<file path="config.mk">
export PLATFORM = sky130hd
export DESIGN_NAME = pmrc_top
export DESIGN_NICKNAME = d
export VERILOG_FILES = /design/src/hw/pmrc_top.v /design/src/hw/pmrc_bp_cell.v /design/src/hw/pmrc_restart.v
export VERILOG_INCLUDE_DIRS = /design/src /design/src/hw
export SDC_FILE = /design/constraint.sdc
export NUM_CORES = 1
export LEC_CHECK = 0
export BUFFER_PORTS_ARGS = -buffer_cell sky130_fd_sc_hd__buf_2
export CAP_MARGIN = 10
export CORE_MARGIN = 2
export CORE_UTILIZATION = 35
export CTS_CLUSTER_SIZE = 10
export DETAILED_ROUTE_END_ITERATION = 6
export HOLD_SLACK_MARGIN = 0.03
export SYNTH_ARGS = -nofsm -noshare
export SYNTH_HDL_FRONTEND = slang
export SYNTH_SLANG_ARGS = --single-unit
</file>
<file path="constraint.sdc">
create_clock -name clk -period 2.5 [get_ports clk]
set_input_delay 0.75 -clock clk [delete_from_list [all_inputs] [get_ports clk]]
set_output_delay 0.75 -clock clk [all_outputs]
set_load 0.05 [all_outputs]
</file>
<file path="src/hw/pmrc_regs.vh">
// constants for the mode and restart controller: offsets, fields, codes
// assumes byte addresses on an 8-bit register port with 32-bit data
`ifndef PMRC_REGS_VH
`define PMRC_REGS_VH
// register byte offsets
`define PMRC_CTRL_OFS 8'h00
`define PMRC_DBG_CMD_OFS 8'h04
`define PMRC_SCAN_CNT_OFS 8'h08
`define PMRC_WATCH_ADDR_OFS 8'h0C
`define PMRC_WATCH_CFG_OFS 8'h10
`define PMRC_TASK_EN_OFS 8'h14
`define PMRC_STATUS_OFS 8'h18
`define PMRC_BP_BASE_OFS 8'h20
// control fields
`define PMRC_CTRL_WARM 0
`define PMRC_CTRL_LPAUSE 1
`define PMRC_CTRL_COMM 2
`define PMRC_CTRL_STEP 4
`define PMRC_CTRL_BP 5
`define PMRC_CTRL_WATCH 6
`define PMRC_CTRL_SCAN 7
`define PMRC_CTRL_RST 8'h00
`define PMRC_TASK_EN_RST 8'hFF
// status fields
`define PMRC_ST_HALT 2
`define PMRC_ST_REMOTE 3
`define PMRC_ST_COLD 4
`define PMRC_ST_REJECT 8
// breakpoint entry valid bit and number of entries
`define PMRC_BP_VALID 31
`define PMRC_BP_COUNT 8
// modes
`define PMRC_M_STOP 2'h0
`define PMRC_M_RUN 2'h1
`define PMRC_M_PAUSE 2'h2
`define PMRC_M_DEBUG 2'h3
// switch positions
`define PMRC_SW_STOP 2'h0
`define PMRC_SW_REM 2'h1
`define PMRC_SW_RUN 2'h2
// request sources
`define PMRC_SRC_LOCAL 2'h0
`define PMRC_SRC_NETTOOL 2'h1
`define PMRC_SRC_LINK 2'h2
`define PMRC_SRC_NETCMD 2'h3
// watch conditions
`define PMRC_W_READ 2'h0
`define PMRC_W_WRITE 2'h1
`define PMRC_W_VALUE 2'h2
`endif

</file>
<file path="src/hw/pmrc_top.v">
// operating mode, debug stop and restart controller
// assumes one scan_start pulse per scan and a step engine that waits
// for step_go before running each presented step
//
// The address-and-strobe port and the placing of the registers were decided locally.
`timescale 1ns/10ps
`include "pmrc_regs.vh"
module pmrc_top (
	// clock and reset
	input wire clk,
	input wire rst_n,
	// register port
	input wire [7:0] reg_addr,
	input wire [31:0] reg_wdata,
	input wire reg_wr,
	input wire reg_rd,
	output wire [31:0] reg_rdata,
	// front switch and scan timebase
	input wire [1:0] sw_pos,
	input wire scan_start,
	// remote requests
	input wire req_valid,
	input wire [1:0] req_src,
	input wire [1:0] req_mode,
	input wire cmd_reset,
	input wire cmd_overall_reset,
	// stop functions called by the program
	input wire stop_function,
	input wire emergency_halt_function,
	// program engine
	input wire step_valid,
	input wire [15:0] step_addr,
	input wire step_done,
	input wire acc_valid,
	input wire acc_write,
	input wire [15:0] acc_addr,
	input wire [15:0] acc_data,
	// restart conditions
	input wire program_changed,
	input wire download_stop,
	input wire error_stop,
	input wire retain_invalid,
	// mode and execution control
	output wire [1:0] mode,
	output wire step_go,
	output wire debug_halted,
	output wire [7:0] task_run,
	// data initialisation
	output wire init_start,
	output wire init_cold,
	output wire keep_retain
);
	reg [1:0] mode_reg;
	reg [1:0] mode_next;
	reg [1:0] last_pos_reg;
	reg from_stop_reg;
	reg stop_pend_reg;
	reg req_pend_reg;
	reg [1:0] req_src_reg;
	reg [1:0] req_mode_reg;
	reg rst_pend_reg;
	reg ovr_pend_reg;
	reg reject_reg;
	reg [7:0] ctrl_reg;
	reg [15:0] scan_target_reg;
	reg [15:0] watch_addr_reg;
	reg [15:0] watch_val_reg;
	reg [1:0] watch_cond_reg;
	reg [7:0] task_en_reg;
	reg halted_reg;
	reg step_used_reg;
	reg skip_bp_reg;
	reg [15:0] scans_reg;
	reg step_go_reg;
	reg [7:0] task_run_reg;
	reg [31:0] rdata_reg;
	reg [31:0] rdata_next;
	reg accept;
	reg reject;
	wire [`PMRC_BP_COUNT-1:0] bp_hit_vec;
	wire [31:0] bp_entry [0:`PMRC_BP_COUNT-1];
	wire in_dbg;
	wire running;
	wire sw_moved;
	wire remote_ok;
	wire src_ok;
	wire trans_ok;
	wire run_cmd;
	wire bp_hit;
	wire watch_hit;
	wire scan_hit;
	wire halt_set;
	wire go;
	wire enter_init;
	wire do_init;
	wire [15:0] scans_inc;

	// mode change permitted over the remote path
	function allowed;
		input [1:0] cur;
		input [1:0] tgt;
		begin
			case ({cur, tgt})
			{`PMRC_M_STOP, `PMRC_M_RUN}: allowed = 1'b1;
			{`PMRC_M_STOP, `PMRC_M_DEBUG}: allowed = 1'b1;
			{`PMRC_M_RUN, `PMRC_M_PAUSE}: allowed = 1'b1;
			{`PMRC_M_RUN, `PMRC_M_STOP}: allowed = 1'b1;
			{`PMRC_M_PAUSE, `PMRC_M_RUN}: allowed = 1'b1;
			{`PMRC_M_PAUSE, `PMRC_M_STOP}: allowed = 1'b1;
			{`PMRC_M_DEBUG, `PMRC_M_STOP}: allowed = 1'b1;
			default: allowed = 1'b0;
			endcase
		end
	endfunction

	assign in_dbg = (mode_reg == `PMRC_M_DEBUG);
	assign running = (mode_reg == `PMRC_M_RUN) | (in_dbg & ~halted_reg);
	assign sw_moved = (sw_pos != last_pos_reg);
	assign remote_ok = (last_pos_reg == `PMRC_SW_REM) & from_stop_reg;
	assign src_ok = ctrl_reg[`PMRC_CTRL_COMM] |
		(req_src_reg == `PMRC_SRC_LOCAL) |
		(req_src_reg == `PMRC_SRC_NETTOOL);
	assign trans_ok = allowed(mode_reg, req_mode_reg);
	assign run_cmd = reg_wr & (reg_addr == `PMRC_DBG_CMD_OFS) & reg_wdata[0];

	// next mode, evaluated only at the start of a scan
	always @* begin
		mode_next = mode_reg;
		accept = 1'b0;
		reject = 1'b0;
		if (scan_start) begin
			if (stop_pend_reg)
				mode_next = `PMRC_M_STOP;
			else if (sw_moved) begin
				case (sw_pos)
				`PMRC_SW_RUN: mode_next = `PMRC_M_RUN;
				`PMRC_SW_STOP: mode_next = `PMRC_M_STOP;
				`PMRC_SW_REM: begin
					if (last_pos_reg == `PMRC_SW_STOP)
						mode_next = `PMRC_M_STOP;
					else if (mode_reg == `PMRC_M_RUN &&
						ctrl_reg[`PMRC_CTRL_LPAUSE])
						mode_next = `PMRC_M_PAUSE;
				end
				default: mode_next = mode_reg;
				endcase
				if (req_pend_reg)
					reject = 1'b1;
			end else if (req_pend_reg) begin
				if (remote_ok && src_ok && trans_ok) begin
					mode_next = req_mode_reg;
					accept = 1'b1;
				end else
					reject = 1'b1;
			end
		end
	end

	// mode, switch history and pending requests
	always @(posedge clk) begin
		if (!rst_n) begin
			mode_reg <= `PMRC_M_STOP;
			last_pos_reg <= `PMRC_SW_STOP;
			from_stop_reg <= 1'b0;
			stop_pend_reg <= 1'b0;
			req_pend_reg <= 1'b0;
			req_src_reg <= `PMRC_SRC_LOCAL;
			req_mode_reg <= `PMRC_M_STOP;
			rst_pend_reg <= 1'b0;
			ovr_pend_reg <= 1'b0;
		end else begin
			mode_reg <= mode_next;
			if (scan_start) begin
				last_pos_reg <= sw_pos;
				if (sw_moved)
					from_stop_reg <= (last_pos_reg == `PMRC_SW_STOP);
			end
			// a request arriving at the evaluating scan waits for the next
			if (stop_function | emergency_halt_function)
				stop_pend_reg <= 1'b1;
			else if (scan_start)
				stop_pend_reg <= 1'b0;
			if (req_valid) begin
				req_pend_reg <= 1'b1;
				req_src_reg <= req_src;
				req_mode_reg <= req_mode;
			end else if (scan_start)
				req_pend_reg <= 1'b0;
			if (cmd_reset | cmd_overall_reset)
				rst_pend_reg <= 1'b1;
			else if (scan_start)
				rst_pend_reg <= 1'b0;
			if (cmd_overall_reset)
				ovr_pend_reg <= 1'b1;
			else if (scan_start)
				ovr_pend_reg <= 1'b0;
		end
	end

	// breakpoint store
	genvar i;
	generate
		for (i = 0; i < `PMRC_BP_COUNT; i = i + 1) begin : g_bp
			pmrc_bp_cell u_bp (
				.clk(clk),
				.rst_n(rst_n),
				.wr(reg_wr &&
					{24'h000000, reg_addr} == (`PMRC_BP_BASE_OFS + i * 4)),
				.wdata(reg_wdata),
				.step_addr(step_addr),
				.entry(bp_entry[i]),
				.hit(bp_hit_vec[i])
			);
		end
	endgenerate

	// debug stop conditions, any combination at once
	assign bp_hit = ctrl_reg[`PMRC_CTRL_BP] & step_valid & ~skip_bp_reg &
		(|bp_hit_vec);
	assign watch_hit = ctrl_reg[`PMRC_CTRL_WATCH] & acc_valid &
		(acc_addr == watch_addr_reg) &
		(((watch_cond_reg == `PMRC_W_READ) & ~acc_write) |
		((watch_cond_reg == `PMRC_W_WRITE) & acc_write) |
		((watch_cond_reg == `PMRC_W_VALUE) &
		(acc_data == watch_val_reg)));
	assign scans_inc = scans_reg + 16'h0001;
	assign scan_hit = ctrl_reg[`PMRC_CTRL_SCAN] & scan_start &
		(scans_inc >= scan_target_reg);
	assign halt_set = in_dbg & ~halted_reg & (bp_hit | watch_hit | scan_hit |
		(ctrl_reg[`PMRC_CTRL_STEP] & step_done));
	assign go = step_valid & running & ~bp_hit & ~step_go_reg &
		~(in_dbg & ctrl_reg[`PMRC_CTRL_STEP] & step_used_reg);

	always @(posedge clk) begin
		if (!rst_n) begin
			halted_reg <= 1'b0;
			step_used_reg <= 1'b0;
			skip_bp_reg <= 1'b0;
			scans_reg <= 16'h0000;
			step_go_reg <= 1'b0;
			task_run_reg <= 8'h00;
		end else begin
			// debug entry waits halted for the first run command
			if (mode_next == `PMRC_M_DEBUG && !in_dbg)
				halted_reg <= 1'b1;
			else if (!in_dbg)
				halted_reg <= 1'b0;
			else if (halt_set)
				halted_reg <= 1'b1;
			else if (run_cmd)
				halted_reg <= 1'b0;
			if (run_cmd)
				step_used_reg <= 1'b0;
			else if (go)
				step_used_reg <= 1'b1;
			// resume past the breakpoint only at a step already waiting
			if (run_cmd)
				skip_bp_reg <= step_valid;
			else if (go)
				skip_bp_reg <= 1'b0;
			if (run_cmd || !in_dbg)
				scans_reg <= 16'h0000;
			else if (scan_start && !halted_reg)
				scans_reg <= scans_inc;
			step_go_reg <= go;
			if (mode_reg == `PMRC_M_RUN)
				task_run_reg <= 8'hFF;
			else if (in_dbg && !halted_reg)
				task_run_reg <= task_en_reg;
			else
				task_run_reg <= 8'h00;
		end
	end

	// restart on entry to run or debug from stop, or on reset commands
	assign enter_init = scan_start & (mode_reg == `PMRC_M_STOP) &
		((mode_next == `PMRC_M_RUN) | (mode_next == `PMRC_M_DEBUG));
	assign do_init = enter_init | (scan_start & rst_pend_reg);

	pmrc_restart u_restart (
		.clk(clk),
		.rst_n(rst_n),
		.do_init(do_init),
		.cfg_warm(ctrl_reg[`PMRC_CTRL_WARM]),
		.cold_cmd(ovr_pend_reg),
		.program_changed(program_changed),
		.stop_cold_cause(download_stop | error_stop),
		.retain_invalid(retain_invalid),
		.init_start(init_start),
		.init_cold(init_cold),
		.keep_retain(keep_retain)
	);

	// software registers
	always @(posedge clk) begin
		if (!rst_n) begin
			ctrl_reg <= `PMRC_CTRL_RST;
			scan_target_reg <= 16'h0000;
			watch_addr_reg <= 16'h0000;
			watch_val_reg <= 16'h0000;
			watch_cond_reg <= `PMRC_W_READ;
			task_en_reg <= `PMRC_TASK_EN_RST;
			reject_reg <= 1'b0;
		end else begin
			if (reg_wr) begin
				case (reg_addr)
				`PMRC_CTRL_OFS: ctrl_reg <= reg_wdata[7:0];
				`PMRC_SCAN_CNT_OFS: scan_target_reg <= reg_wdata[15:0];
				`PMRC_WATCH_ADDR_OFS: watch_addr_reg <= reg_wdata[15:0];
				`PMRC_WATCH_CFG_OFS: begin
					watch_val_reg <= reg_wdata[15:0];
					watch_cond_reg <= reg_wdata[17:16];
				end
				`PMRC_TASK_EN_OFS: task_en_reg <= reg_wdata[7:0];
				default: ctrl_reg <= ctrl_reg;
				endcase
			end
			// a new refusal wins over a clear in the same cycle
			if (reject)
				reject_reg <= 1'b1;
			else if (reg_wr && reg_addr == `PMRC_STATUS_OFS &&
				reg_wdata[`PMRC_ST_REJECT])
				reject_reg <= 1'b0;
		end
	end

	integer k;
	always @* begin
		rdata_next = 32'h00000000;
		case (reg_addr)
		`PMRC_CTRL_OFS: rdata_next = {24'h000000, ctrl_reg};
		`PMRC_SCAN_CNT_OFS: rdata_next = {16'h0000, scan_target_reg};
		`PMRC_WATCH_ADDR_OFS: rdata_next = {16'h0000, watch_addr_reg};
		`PMRC_WATCH_CFG_OFS:
			rdata_next = {14'h0000, watch_cond_reg, watch_val_reg};
		`PMRC_TASK_EN_OFS: rdata_next = {24'h000000, task_en_reg};
		`PMRC_STATUS_OFS:
			rdata_next = {scans_reg, 7'h00, reject_reg, 3'h0, init_cold,
				remote_ok, halted_reg, mode_reg};
		default: begin
			for (k = 0; k < `PMRC_BP_COUNT; k = k + 1)
				if ({24'h000000, reg_addr} == `PMRC_BP_BASE_OFS + k * 4)
					rdata_next = bp_entry[k];
		end
		endcase
	end

	always @(posedge clk) begin
		if (!rst_n)
			rdata_reg <= 32'h00000000;
		else if (reg_rd)
			rdata_reg <= rdata_next;
		else
			rdata_reg <= 32'h00000000;
	end

	assign reg_rdata = rdata_reg;
	assign mode = mode_reg;
	assign step_go = step_go_reg;
	assign debug_halted = halted_reg;
	assign task_run = task_run_reg;
endmodule // pmrc_top

</file>
<file path="src/hw/pmrc_bp_cell.v">
// one breakpoint location with its address compare
// assumes register writes are decoded by the parent
`timescale 1ns/10ps
`include "pmrc_regs.vh"
module pmrc_bp_cell (
	// clock and reset
	input wire clk,
	input wire rst_n,
	// write port
	input wire wr,
	input wire [31:0] wdata,
	// compare
	input wire [15:0] step_addr,
	output wire [31:0] entry,
	output wire hit
);
	reg [31:0] entry_reg;
	always @(posedge clk) begin
		if (!rst_n)
			entry_reg <= 32'h00000000;
		else if (wr)
			entry_reg <= {wdata[`PMRC_BP_VALID], 15'h0000, wdata[15:0]};
	end
	assign entry = entry_reg;
	assign hit = entry_reg[`PMRC_BP_VALID] & (entry_reg[15:0] == step_addr);
endmodule // pmrc_bp_cell

</file>
<file path="src/hw/pmrc_restart.v">
// restart type decision and data initialisation request
// assumes do_init is a one-cycle pulse at a scan that enters run or debug from stop or carries a reset command
`timescale 1ns/10ps
`include "pmrc_regs.vh"
module pmrc_restart (
	// clock and reset
	input wire clk,
	input wire rst_n,
	// triggers and conditions
	input wire do_init,
	input wire cfg_warm,
	input wire cold_cmd,
	input wire program_changed,
	input wire stop_cold_cause,
	input wire retain_invalid,
	// initialisation request
	output wire init_start,
	output wire init_cold,
	output wire keep_retain
);
	reg force_reg;
	reg force_next;
	reg start_reg;
	reg cold_reg;
	reg keep_reg;
	wire cold;
	assign cold = ~cfg_warm | force_reg | retain_invalid | cold_cmd;
	always @* begin
		force_next = force_reg;
		if (do_init)
			force_next = 1'b0;
		if (program_changed)
			force_next = 1'b1;
		if (stop_cold_cause)
			force_next = 1'b1;
	end
	always @(posedge clk) begin
		if (!rst_n) begin
			force_reg <= 1'b0;
			start_reg <= 1'b0;
			cold_reg <= 1'b0;
			keep_reg <= 1'b0;
		end else begin
			force_reg <= force_next;
			start_reg <= do_init;
			if (do_init) begin
				cold_reg <= cold;
				keep_reg <= ~cold;
			end
		end
	end
	assign init_start = start_reg;
	assign init_cold = cold_reg;
	assign keep_retain = keep_reg;
endmodule // pmrc_restart

</file>
==> flow_summary_export.csv <==
group,metric,value,unit
floorplanning,die_x,202,um
setup_path,crit_chain,"ha_4 -> nand4_1 -> inv_1 -> buf_4 -> and3_4 -> buf_4 -> xor2_1 -> ha_1 -> a21oi_1 -> nor2b_1 -> o21ai_0 -> o2111ai_2 -> o221a_1",
final_layout,final_cell_mix,"nand2_1 (376), dfxtp_1 (276), a21oi_1 (236), buf_2 (144), buf_4 (143)",
place,gp_congestion,0.929,
floorplanning,rows,72,
final_layout,largest_reg_flops,136,
yosys,synth-main-ff-cell,"dfxtp_1",
yosys,synth-seq-cells,279,
yosys,synthMuxAreaShare,0.00438,
yosys,syn_avg_cell_area,7.91,um^2
setup_path,path_delay_family,"compound AO/OA/AOI/OAI gates",
detailed_routing,drc,0,
yosys,synth.area.top_cells,"dfxtp_1 (41%), nand2_1 (10%), a21oi_1 (8.7%), xnor2_1 (7.4%), xor2_1 (4.8%)",
global_route,grt_antenna_before_repair,2,
setup_path,r2r_start,"scans_reg[0]",
setup_path,crit_arrival,2.95,ns
yosys,synth_top_area_frac,0.408,
status,outcome,"finished with violations",
yosys,syn_nets,1861,
clock_tree,cts_buffer_depth,3,
detailed_routing,drt_iter0_drc,1399,
clock_tree,hold_buffers,0,
power,power.leakage,6.25,nW
floorplanning,die-area,0.0407,mm^2
detailed_routing,firstDrtPassIters,6,
final_layout,fillCellCount,3799,
detailed_routing,vias_per_cell,5.49,
yosys,yosys.area_share.simple,0.229,
yosys,synth-async-reset-ratio,0,
yosys,yosysWarnings,0,
place,portBuffers,144,
setup_path,crit_path_frequent_cell,"buf_4",
sta,drv_slew,0,
detailed_routing,met2RoutedLength,23.5,mm
sta,setup_violations,1,
yosys,synth_fa_ha_area_frac,0.0155,
sta,fmax,394,MHz
sta,finalCriticalPeriod,2.54,ns
setup_path,cp_max_fo,3,
final_layout,area_growth,25.1,%
yosys,synth_xor_area_frac,0.122,
power,power.share.sequential,0.457,
yosys,synth_edf_count,0,
power,p_int,0.00737,W
detailed_routing,routedWlPerCell,20.5,um
power,swShare,0.251,
detailed_routing,wl_met1,21.0,mm
sta,timing.final.ws_setup,-0.0376,ns
floorplanning,die_h,202,um
clock_tree,numCtsBuffers,35,
sta,rsz0062_at_grt,"true",
sta,clock_skew,0.0207,ns
global_route,grt_pass1_vias,12900,
power,irDropWorstVdd,356,uV
sta,max_slew.worst_pin.slew,0.694,ns
sta,slew_headroom,0.536,
setup_path,path_class,"register to register",
setup_path,slowest_stage,"dfxtp_4",
global_route,track_usage,0.244,
clock_tree,clkTransAtPathRegs,0.05,ns
sta,hold-worst-slack,0.440,ns
yosys,synth_cell_types,63,
global_route,grt_max_degree,134,
clock_tree,clock_sinks,279,
global_route,overflow,0,
final_layout,layout_commonest_cell,"nand2_1",
clock_tree,cts_tree,"built",
final_layout,drive_gt1_frac,0.203,
global_route,grt_pass1_wl,76.7,mm
yosys,syn-cell-area,0.0137,mm^2
detailed_routing,wl_met3,4.35,mm
floorplanning,start_util,0.354,
power,clockPowerShare,0.463,
setup_path,cp_slowest_stage_delay,0.36,ns
sta,post-route-period-util,1.02,
floorplanning,fp.coreArea,0.0386,mm^2
yosys,synth_top_family_by_area,"simple AND/OR/NAND/NOR gates",
yosys,yosysSeqAreaShare,0.408,
run,max_cap_viol_count,0,
setup_path,startpoint,"scans_reg[0]",
clock_tree,clkLatencyLatePin,0.54,ns
detailed_routing,wl,50.9,mm
min_path,hp-start,"stop_function",
place,dp_hpwl,37.3,mm
detailed_routing,vias,13600,
yosys,synth_area_leader_cell,"dfxtp_1",
power,power_density,574,mW/mm^2
floorplanning,ios,159,
detailed_routing,ant_nets,0,
setup_path,cp_data_required_time,2.91,ns
place,pre_cts_slack,-0.629,ns
clock_tree,cts-root-buf,"clkbuf_16",
setup_path,crit_buf_inv,3,
final_layout,final_nets,2077,
power,power_frac_comb,0.079,
min_path,hold_path_class,"primary input to register",
clock_tree,htree_levels,2,
sta,finalHoldViolCount,0,
status,violations,"setup timing",
setup_path,cp-start-kind,"register",
yosys,syn_inst,1732,
setup_path,crit_path_end_kind,"register",
power,p_sw,0.00246,W
yosys,synth_compound_area_frac,0.174,
detailed_routing,top_layer_used,"met4",
## layer usage
| layer | vias to the layer above | GRT usage |
|---|---|---|
| met5 | - | 0 |
| met4 | 0 | 0.102 |
| met3 | 110 | 0.0393 |
| met2 | 643 | 0.398 |
| met1 | 6464 | 0.319 |
| li1 | 6395 | - |
## through the flow
step                cells  utilization  total power, W  setup TNS (ns)  instance area (um^2)
floorplan            1732            -         0.00500               0                 13700
detailed placement   2426        0.415         0.00536           -2.81                 16000
CTS                  2476        0.443         0.00987               0                 17100
global route         2479        0.443          0.0101          -0.191                 17100
finish               2479        0.443         0.00983         -0.0376                 17100
global placement     2426        0.415         0.00535           -1.88                 16000
## cells in the mapped netlist (9+ instances only)
library cell,count
o21ai_0,12
o22ai_1,9
xnor2_1,116
a22oi_1,40
ha_1,17
nand2b_1,14
a22o_1,14
xor2_1,75
o32ai_1,9
dfxtp_1,279
inv_1,24
nand4_1,36
and2_1,21
a21oi_1,237
a221oi_1,19
and3_1,11
nor2_1,59
nor3_1,19
clkbuf_1,76
nor4_1,15
buf_2,48
nand3_1,113
nand2_1,377
## power by group through the flow
stage / combinational (W) / sequential (W) / clock [W]
2_1_floorplan: 0.000378 / 0.00462 / 0
3_3_place_gp: 0.000757 / 0.00459 / 0
3_5_place_dp: 0.000764 / 0.00459 / 0
4_1_cts: 0.000766 / 0.00450 / 0.00461
5_1_grt: 0.000817 / 0.00450 / 0.00479
6_report: 0.000778 / 0.00450 / 0.00456
## kinds of logic after synthesis
group,Yosys count
compound gates,389
xor+xnor,191
fa+ha+maj,17
buf+inv,155
flops,279
mux,6
simple gates,695
## path summary, 6_finish.rpt
kind	to	slack [ns]	cells after the start
setup / recovery	debug_halted	-0.04	13
hold / removal	stop_pend_reg	0.44	3
setup reg to reg	debug_halted	-0.04	13
hold reg to reg	u_restart.keep_retain	0.45	2
## worst min-delay path, stage by stage
cell and delay (ns):
buf_2 0.08, a211oi_1 0.03, nor2_1 0.07
## repair_timing
action	in CTS	in global routing
gates cloned	0	0
endpoints found under the setup margin	1	1
pin swaps	10	6
buffers inserted	2	1
resized for setup	18	5
hold endpoints to repair	0	0
## area by class of cell
type / instances / area (um^2) / share of cell area
antenna: 2 / 5.00 / 0.000292
sequential: 279 / 5590 / 0.326
clock inverter: 5 / 41.3 / 0.00241
inverter: 24 / 95.1 / 0.00555
tap: 518 / 648 / 0.0378
clock buffer: 43 / 936 / 0.0546
timing repair buffer: 310 / 2250 / 0.132
multi-input combinational: 1298 / 7560 / 0.441
Note: power is estimated with default switching activity, not from simulation.
